`src/pif_pkg.sv`:
```
package pif_pkg;

  // register bus widths
  localparam int PIF_ADDR_W = 8;
  localparam int PIF_DATA_W = 8;

  // register offsets in data memory space
  localparam logic [7:0] PIF_ADDR_CORE_CTRL = 8'h0b;
  localparam logic [7:0] PIF_ADDR_FLAGS_1 = 8'h0c;
  localparam logic [7:0] PIF_ADDR_FLAGS_2 = 8'h0d;
  localparam logic [7:0] PIF_ADDR_ENABLES_1 = 8'h8c;
  localparam logic [7:0] PIF_ADDR_ENABLES_2 = 8'h8d;
  localparam logic [7:0] PIF_ADDR_POWER_CTRL = 8'h8e;
  localparam logic [7:0] PIF_ADDR_EVT_STATUS = 8'h90;
  localparam logic [7:0] PIF_ADDR_EVT_MASK = 8'h91;

  // peripheral_flags_1 / peripheral_enables_1 bit positions
  localparam int PIF_BIT_PARALLEL = 7;
  localparam int PIF_BIT_ADC_DONE = 6;
  localparam int PIF_BIT_RX_FULL = 5;
  localparam int PIF_BIT_TX_EMPTY = 4;
  localparam int PIF_BIT_USB = 3;
  localparam int PIF_BIT_CAPCOMP_ONE = 2;
  localparam int PIF_BIT_TIMER_TWO = 1;
  localparam int PIF_BIT_TIMER_ONE = 0;

  // peripheral_flags_2 / peripheral_enables_2 bit position
  localparam int PIF_BIT_CAPCOMP_TWO = 0;

  // core_irq_control bit positions
  localparam int PIF_BIT_GLOBAL_EN = 7;
  localparam int PIF_BIT_PERIPH_EN = 6;

  // power_control_reg bit positions
  localparam int PIF_BIT_BROWNOUT = 0;
  localparam int PIF_BIT_POWER_ON = 1;
  localparam int PIF_BIT_WATCHDOG = 2;
  localparam int PIF_BIT_EXT_PIN = 3;

  // event status / mask bit positions
  localparam int PIF_EVT_PERIPH_REQ = 0;
  localparam int PIF_EVT_RESET_CAUSE = 1;

  // reset cause pin indices
  localparam int PIF_PIN_BROWNOUT = 0;
  localparam int PIF_PIN_WATCHDOG = 1;
  localparam int PIF_PIN_EXT = 2;
  localparam int PIF_PIN_COUNT = 3;

  // values after reset
  localparam logic [7:0] PIF_RST_FLAGS = 8'h00;
  localparam logic [7:0] PIF_RST_ENABLES = 8'h00;
  localparam logic [7:0] PIF_RST_CORE_CTRL = 8'h00;
  localparam logic [7:0] PIF_RST_POWER_CTRL = 8'h00;
  localparam logic [7:0] PIF_RST_EVT = 8'h00;

  // implemented bits of each register except the first flag and enable registers
  localparam logic [7:0] PIF_MASK_FLAGS_2 = 8'h01;
  localparam logic [7:0] PIF_MASK_CORE_CTRL = 8'hc0;
  localparam logic [7:0] PIF_MASK_POWER_CTRL = 8'h0f;
  localparam logic [7:0] PIF_MASK_EVT = 8'h03;

  // one-cycle event strobes from the on-chip peripherals
  typedef struct packed {
    logic parallel_done;
    logic adc_done;
    logic capcomp_one;
    logic timer_two_match;
    logic timer_one_overflow;
    logic capcomp_two;
  } pif_evt_s;

endpackage

```
`src/pif_top.sv`:
```
module pif_top
  import pif_pkg::*;
#(
  parameter bit HAS_PARALLEL_PORT = 1'b0
) (
  // clock and reset
  input wire logic clk_sys_i,
  input wire logic rst_n_i,
  // register port
  input wire logic [PIF_ADDR_W-1:0] addr_i,
  input wire logic [PIF_DATA_W-1:0] wdata_i,
  input wire logic wr_i,
  input wire logic rd_i,
  output logic [PIF_DATA_W-1:0] rdata_o,
  // peripheral events and levels
  input wire pif_evt_s evt_i,
  input wire logic serial_rx_full_i,
  input wire logic serial_tx_empty_i,
  input wire logic [7:0] usb_cause_status_i,
  input wire logic [7:0] usb_cause_enable_i,
  // reset cause pins from the reset logic
  input wire logic [PIF_PIN_COUNT-1:0] reset_cause_pins_i,
  // interrupt outputs
  output logic periph_irq_o,
  output logic global_irq_enable_o,
  output logic irq_o
);

  localparam logic [7:0] FLAGS1_IMPL = {HAS_PARALLEL_PORT, 7'h4f};
  // enables keep the serial bits too, so live serial levels can request
  localparam logic [7:0] ENABLES1_IMPL = {HAS_PARALLEL_PORT, 7'h7f};

  // register selects
  wire sel_core = (addr_i == PIF_ADDR_CORE_CTRL);
  wire sel_flags1 = (addr_i == PIF_ADDR_FLAGS_1);
  wire sel_flags2 = (addr_i == PIF_ADDR_FLAGS_2);
  wire sel_en1 = (addr_i == PIF_ADDR_ENABLES_1);
  wire sel_en2 = (addr_i == PIF_ADDR_ENABLES_2);
  wire sel_power_control_reg = (addr_i == PIF_ADDR_POWER_CTRL);
  wire sel_evt_st = (addr_i == PIF_ADDR_EVT_STATUS);
  wire sel_evt_mask = (addr_i == PIF_ADDR_EVT_MASK);
  wire wr_flags1 = wr_i & sel_flags1;
  wire wr_flags2 = wr_i & sel_flags2;
  wire wr_power_control_reg = wr_i & sel_power_control_reg;

  // usb summary: only enabled causes count
  wire usb_any = |(usb_cause_status_i & usb_cause_enable_i);

  // sticky set vector for the first flag register, ungated by the interrupt enable registers
  logic [7:0] flags1_set;
  assign flags1_set[PIF_BIT_PARALLEL] = evt_i.parallel_done & HAS_PARALLEL_PORT;
  assign flags1_set[PIF_BIT_ADC_DONE] = evt_i.adc_done;
  assign flags1_set[PIF_BIT_RX_FULL] = 1'b0;
  assign flags1_set[PIF_BIT_TX_EMPTY] = 1'b0;
  assign flags1_set[PIF_BIT_USB] = usb_any;
  assign flags1_set[PIF_BIT_CAPCOMP_ONE] = evt_i.capcomp_one;
  assign flags1_set[PIF_BIT_TIMER_TWO] = evt_i.timer_two_match;
  assign flags1_set[PIF_BIT_TIMER_ONE] = evt_i.timer_one_overflow;

  logic [7:0] flags1_sticky;
  logic [7:0] flags2_q;

  // sticky flags of the first bank; bits 5 and 4 are not stored here
  pif_flag_bank #(
    .WIDTH(8),
    .IMPL(FLAGS1_IMPL),
    .RST(PIF_RST_FLAGS)
  ) u_flags1 (
    .clk_sys_i(clk_sys_i),
    .rst_n_i(rst_n_i),
    .set_i(flags1_set),
    .wr_i(wr_flags1),
    .wdata_i(wdata_i),
    .q_o(flags1_sticky)
  );

  // second bank carries only the capcomp two flag
  pif_flag_bank #(
    .WIDTH(8),
    .IMPL(PIF_MASK_FLAGS_2),
    .RST(PIF_RST_FLAGS)
  ) u_flags2 (
    .clk_sys_i(clk_sys_i),
    .rst_n_i(rst_n_i),
    .set_i({7'h00, evt_i.capcomp_two}),
    .wr_i(wr_flags2),
    .wdata_i(wdata_i),
    .q_o(flags2_q)
  );

  // serial bits are live levels owned by the serial unit, so no write can alter them
  logic [7:0] flags1_view;
  always_comb begin
    flags1_view = flags1_sticky;
    flags1_view[PIF_BIT_RX_FULL] = serial_rx_full_i;
    flags1_view[PIF_BIT_TX_EMPTY] = serial_tx_empty_i;
  end

  // reset cause pins come from another reset domain
  logic [PIF_PIN_COUNT-1:0] cause_lvl;
  logic [PIF_PIN_COUNT-1:0] cause_lvl_q;
  pif_pin_sync #(
    .WIDTH(PIF_PIN_COUNT)
  ) u_cause_sync (
    .clk_sys_i(clk_sys_i),
    .rst_n_i(rst_n_i),
    .pin_i(reset_cause_pins_i),
    .level_o(cause_lvl)
  );
  wire [PIF_PIN_COUNT-1:0] cause_rise = cause_lvl & ~cause_lvl_q;

  // enable, control and mask registers
  logic [7:0] en1_q;
  logic [7:0] en2_q;
  logic [7:0] core_q;
  logic [7:0] power_control_reg_q;
  logic [7:0] power_control_reg_d;
  logic [7:0] evt_st_q;
  logic [7:0] evt_st_d;
  logic [7:0] evt_mask_q;
  logic [7:0] evt_set;
  logic [PIF_DATA_W-1:0] rdata_q;
  logic [PIF_DATA_W-1:0] rdata_d;
  logic periph_irq_q;
  logic periph_irq_d;
  logic irq_q;

  // power control: brown-out clears, watchdog and pin set; hardware beats software
  always_comb begin
    power_control_reg_d = wr_power_control_reg ? (wdata_i & PIF_MASK_POWER_CTRL) : power_control_reg_q;
    if (cause_rise[PIF_PIN_BROWNOUT]) begin
      power_control_reg_d[PIF_BIT_BROWNOUT] = 1'b0;
    end
    if (cause_rise[PIF_PIN_WATCHDOG]) begin
      power_control_reg_d[PIF_BIT_WATCHDOG] = 1'b1;
    end
    if (cause_rise[PIF_PIN_EXT]) begin
      power_control_reg_d[PIF_BIT_EXT_PIN] = 1'b1;
    end
  end

  // request needs flag and matching enable, then the peripheral enable gate
  wire req1 = |(flags1_view & en1_q & ENABLES1_IMPL);
  wire req2 = |(flags2_q & en2_q & PIF_MASK_FLAGS_2);
  assign periph_irq_d = core_q[PIF_BIT_PERIPH_EN] & (req1 | req2);

  // block events: write one clears, a set in the same cycle wins
  assign evt_set = {6'h00, |cause_rise, periph_irq_d & ~periph_irq_q};
  assign evt_st_d = ((evt_st_q & ~((wr_i & sel_evt_st) ? wdata_i : 8'h00)) | evt_set)
                    & PIF_MASK_EVT;

  // read mux; unmapped addresses read zero, and the answer exists only after rd_i
  always_comb begin
    rdata_d = 8'h00;
    if (rd_i) begin
      if (sel_flags1) begin
        rdata_d = flags1_view;
      end else if (sel_flags2) begin
        rdata_d = flags2_q;
      end else if (sel_en1) begin
        rdata_d = en1_q;
      end else if (sel_en2) begin
        rdata_d = en2_q;
      end else if (sel_core) begin
        rdata_d = core_q;
      end else if (sel_power_control_reg) begin
        rdata_d = power_control_reg_q;
      end else if (sel_evt_st) begin
        rdata_d = evt_st_q;
      end else if (sel_evt_mask) begin
        rdata_d = evt_mask_q;
      end
    end
  end

  // software-owned registers
  always_ff @(posedge clk_sys_i or negedge rst_n_i) begin
    if (!rst_n_i) begin
      en1_q <= PIF_RST_ENABLES;
      en2_q <= PIF_RST_ENABLES;
      core_q <= PIF_RST_CORE_CTRL;
      evt_mask_q <= PIF_RST_EVT;
    end else if (wr_i) begin
      if (sel_en1) begin
        en1_q <= wdata_i & ENABLES1_IMPL;
      end
      if (sel_en2) begin
        en2_q <= wdata_i & PIF_MASK_FLAGS_2;
      end
      if (sel_core) begin
        core_q <= wdata_i & PIF_MASK_CORE_CTRL;
      end
      if (sel_evt_mask) begin
        evt_mask_q <= wdata_i & PIF_MASK_EVT;
      end
    end
  end

  // hardware-updated state and registered outputs
  always_ff @(posedge clk_sys_i or negedge rst_n_i) begin
    if (!rst_n_i) begin
      power_control_reg_q <= PIF_RST_POWER_CTRL;
      cause_lvl_q <= '0;
      evt_st_q <= PIF_RST_EVT;
      rdata_q <= 8'h00;
      periph_irq_q <= 1'b0;
      irq_q <= 1'b0;
    end else begin
      power_control_reg_q <= power_control_reg_d;
      cause_lvl_q <= cause_lvl;
      evt_st_q <= evt_st_d;
      rdata_q <= rdata_d;
      periph_irq_q <= periph_irq_d;
      irq_q <= |(evt_st_d & evt_mask_q);
    end
  end

  assign rdata_o = rdata_q;
  assign periph_irq_o = periph_irq_q;
  assign global_irq_enable_o = core_q[PIF_BIT_GLOBAL_EN];
  assign irq_o = irq_q;

endmodule

```
`src/pif_pin_sync.sv`:
```
module pif_pin_sync
  import pif_pkg::*;
#(
  parameter int WIDTH = 1
) (
  // clock and reset
  input wire logic clk_sys_i,
  input wire logic rst_n_i,
  // asynchronous pins and filtered levels
  input wire logic [WIDTH-1:0] pin_i,
  output logic [WIDTH-1:0] level_o
);

  logic [WIDTH-1:0] meta_q;
  logic [WIDTH-1:0] s2_q;
  logic [WIDTH-1:0] s3_q;
  logic [WIDTH-1:0] level_q;

  // three stages; only the second stage reads the first
  genvar g;
  generate
    for (g = 0; g < WIDTH; g++) begin : g_bit
      always_ff @(posedge clk_sys_i or negedge rst_n_i) begin
        if (!rst_n_i) begin
          meta_q[g] <= 1'b0;
          s2_q[g] <= 1'b0;
          s3_q[g] <= 1'b0;
          level_q[g] <= 1'b0;
        end else begin
          meta_q[g] <= pin_i[g];
          s2_q[g] <= meta_q[g];
          s3_q[g] <= s2_q[g];
          // a change counts only once stages two and three agree
          if (s2_q[g] == s3_q[g]) begin
            level_q[g] <= s3_q[g];
          end
        end
      end
    end
  endgenerate

  assign level_o = level_q;

endmodule

```
`src/pif_flag_bank.sv`:
```
module pif_flag_bank
  import pif_pkg::*;
#(
  parameter int WIDTH = 8,
  parameter logic [WIDTH-1:0] IMPL = '1,
  parameter logic [WIDTH-1:0] RST = '0
) (
  // clock and reset
  input wire logic clk_sys_i,
  input wire logic rst_n_i,
  // hardware set, software write
  input wire logic [WIDTH-1:0] set_i,
  input wire logic wr_i,
  input wire logic [WIDTH-1:0] wdata_i,
  // stored flags
  output logic [WIDTH-1:0] q_o
);

  logic [WIDTH-1:0] q_q;
  logic [WIDTH-1:0] q_d;

  // software may write either value; a hardware set in the same cycle wins
  genvar g;
  generate
    for (g = 0; g < WIDTH; g++) begin : g_bit
      assign q_d[g] = IMPL[g] & ((wr_i ? wdata_i[g] : q_q[g]) | set_i[g]);
      always_ff @(posedge clk_sys_i or negedge rst_n_i) begin
        if (!rst_n_i) begin
          q_q[g] <= RST[g];
        end else begin
          q_q[g] <= q_d[g];
        end
      end
    end
  endgenerate

  assign q_o = q_q;

endmodule

```
`config.mk`:
```
export PLATFORM = sky130hd
export DESIGN_NAME = pif_top
export DESIGN_NICKNAME = d
export VERILOG_FILES = /design/src/pif_pkg.sv /design/src/pif_top.sv /design/src/pif_pin_sync.sv /design/src/pif_flag_bank.sv
export SDC_FILE = /design/constraint.sdc
export NUM_CORES = 1
export LEC_CHECK = 0
export BUFFER_PORTS_ARGS = -buffer_cell sky130_fd_sc_hd__buf_2
export CELL_PAD_IN_SITES_DETAIL_PLACEMENT = 0
export CELL_PAD_IN_SITES_GLOBAL_PLACEMENT = 1
export CORE_UTILIZATION = 44
export DETAILED_ROUTE_END_ITERATION = 12
export GPL_ROUTABILITY_DRIVEN = 0
export PLACE_DENSITY = 0.92
export REMOVE_ABC_BUFFERS = 1
export SYNTH_ARGS = -nofsm -noshare
export SYNTH_HDL_FRONTEND = slang
export SYNTH_SLANG_ARGS = --single-unit
export TNS_END_PERCENT = 10
```
`constraint.sdc`:
```
create_clock -name clk_sys_i -period 1.9 [get_ports clk_sys_i]
set_input_delay 0.19 -clock clk_sys_i [delete_from_list [all_inputs] [get_ports clk_sys_i]]
set_output_delay 0.19 -clock clk_sys_i [all_outputs]
set_load 0.03 [all_outputs]
```
==> impl_metrics.toml <==
[critical_path]
crit_path_start_kind = "register"
endpoint_kind = "register"
cpPeakStageDelay_ns = 0.41
path_max_fanout = 3
r2r_setup_slack_ns = 0.44
cp_cell_sequence = "a22oi_1 -> nand4_1 -> a32o_1 -> a22o_1"
cp.required_ns = 2.10
crit_arrival_ns = 1.66
critPathKind = "reg2reg"
slowest_stage = "dfrtp_1"

[outcome]
outcome = "finished clean"

[die]
dieArea_sq_mm = 0.00515
initial_core_util = 0.457
die_w_um = 71.8
die_height_um = 71.8
io_pins = 58
core-area_sq_mm = 0.00469
num_rows = 25

[final_layout]
drive_gt1_frac = 0.413
fin_nets = 281
area_delta_synth_final_pct = 23.2
fill_cells = 407
num_antenna_cells = 0

[flow_run]
maxCapViolCount = 0

[power]
p_leak_nw = 1.21
finalPower_mw = 1.99
power_density_mw_per_mm2 = 755
ir_drop_mv = 0.587

[routing]
postRouteAntennaNets = 0
routedWlPerCell_um = 14.5
drc_errors = 0
dr.first_iter.drc_count = 106
vias_per_cell = 5.40
dr.pass1.iters = 4
wl_mm = 4.19
vias = 1562

[timing]
hold_viol_final = 0
slew_headroom = 0.601
tns_ns = 0
tightest_slew_ns = 0.599
fin_crit_ns = 1.46
finClkSkew_ns = 0.00615
rsz0062_at_grt = "false"
final-setup-viol-count = 0
fin_crit_sh = 0.769
drv_slew = 0
fmax_mhz = 684

[synth]
synth.area.top_cells = "dfrtp_1 (57%), mux2_2 (12%), a22oi_1 (3.2%), nor4_4 (3.0%), nand3_1 (2.3%)"
ys.flop_type = "dfrtp_1"
synth_largest_area_cell = "dfrtp_1"
synth_top_cell_area_share = 0.572
yosys_warnings = 0
avgSynthCellArea_sq_um = 12.8
synth-async-reset-ratio = 1.00
ys_seq_elements = 49
synth_edf_count = 0
synthCells = 167
netlist_area_sq_mm = 0.00214
ys_seq_area_frac = 0.572
synth.distinct_cells = 35

[global_route]
grt_max_degree = 50
antenna_found_initial = 0
grt_util_all_layers = 0.181
grt_pass1_wl_mm = 7.04
overflow = 0
grt_pass1_vias = 1520

[clock_network]
clk_pin_slew_worst_paths_ns = 0.10
cts_root_buf = "clkbuf_8"
cts_tree = "done"
cts.sinks = 49
htree_levels = 2
cts_buffers = 5
cts_buffer_depth = 2
clkLatencyLatePin_ns = 0.31

[placement]
io_buffers = 56
hpwl_mm = 2.99

[worst_hold_path]
hold_path_class = "in2reg"
layer usage:
layer / vias to the layer above / part of all wire / GRT usage
met1: 734 / 0.46 / 0.248
met4: 0 / 0.017 / 0.0719
met5: - / 0 / 0
li1: 758 / - / -
met2: 64 / 0.46 / 0.282
met3: 6 / 0.065 / 0.0408
through the flow:
stage	cell area, sq um	hold WS (ns)	std cells	util	setup slack, ns
floorplan	2120	-0.106	162	-	0.398
global placement	2500	0.298	277	0.533	0.250
detailed placement	2500	0.299	277	0.533	0.231
CTS	2640	0.0629	289	0.562	0.430
global route	2640	0.0635	289	0.562	0.301
finish	2640	0.0658	289	0.562	0.439
synthesized netlist by cell type (all sizes together) (2+ instances only):
master and number:
dfrtp 49, nand4 4, a22oi 9, nand3b 2
nand2b 6, nor2 2, nand2 12, maj3 3
nor2b 7, a21oi 2, nand3 11, a211o 4
nor4b 2, mux2i 2, mux2 22, nor4 4
a21boi 2, a22o 2, and3 3, clkbuf 4
inv 2, and2 2
critical path, delay by kind of cell (launching register included):
family | cells | cell delay [ns]
AO/OA/AOI/OAI | 3 | 0.76
flip-flops | 1 | 0.41
AND/OR/NAND/NOR | 1 | 0.18
timing repair:
| item | 4_1_cts | 5_1_grt |
|---|---|---|
| setup buffers | 0 | 0 |
| endpoints found under the hold margin | 52 | 0 |
| hold buffers | 4 | 0 |
| resized for setup | 0 | 0 |
cell families after synthesis:
kind of cell / count (synthesis) / synth area share
buf+inv: 7 / 0.0158
simple gates: 59 / 0.181
compound gates: 25 / 0.0917
fa+ha+maj: 3 / 0.0140
mux: 24 / 0.125
flops: 49 / 0.572
final cells by class:
type / instances / area, sq um / share of cell area
sequential: 49 / 1230 / 0.465
multi-input combinational: 111 / 882 / 0.334
timing repair buffer: 65 / 358 / 0.136
clock buffer: 5 / 68.8 / 0.0261
tap: 54 / 67.6 / 0.0256
clock inverter: 3 / 28.8 / 0.0109
inverter: 2 / 7.51 / 0.00284
sequential cells by signal (all words and copies together) (netlist names):
signal                flops
irq_o                     1
en2_q                     1
rdata_o                   8
periph_irq_o              1
u_flags1.q_o              5
cause_lvl_q               3
power_control_reg_q       4
evt_mask_q                2
u_cause_sync.s2_q         3
u_flags2.q_o              1
evt_st_q                  2
u_cause_sync.level_o      3
en1_q                     7
u_cause_sync.s3_q         3
u_cause_sync.meta_q       3
core_q                    2
placed cells by master, fill, tap and decap left out, drive strengths merged, types with 4 or more instances in the layout:
master and instances:
buf 61, dfrtp 49, mux2 22, nand2 12
nand3 11, a22oi 9, nor2b 7, nand2b 6
clkbuf 5, inv 5, nand4 4, a211o 4
dlygate4sd3 4, nor4 4
path summary, 6_finish.rpt:
check                                                 startpoint                              to  depth (start not counted)
worst min register to register  u_cause_sync.meta_q[2]$_DFF_PN0_  u_cause_sync.s2_q[2]$_DFF_PN0_                          0
max in group asynchronous                                rst_n_i                 irq_o$_DFF_PN0_                          3
worst max-delay path                   u_flags1.q_o[3]$_DFF_PN0_                 irq_o$_DFF_PN0_                          4
min in group asynchronous                                rst_n_i            rdata_o[6]$_DFF_PN0_                          3
worst max register to register         u_flags1.q_o[3]$_DFF_PN0_                 irq_o$_DFF_PN0_                          4
worst min-delay path                                    evt_i[4]       u_flags1.q_o[6]$_DFF_PN0_                          2
power by group:
group	internal (mW)	switching, mW	total, mW
registers	1.09	0.0247	1.11
clock network	0.278	0.385	0.663
logic	0.105	0.111	0.216
No activity file was read; power rests on OpenSTA's default activity.
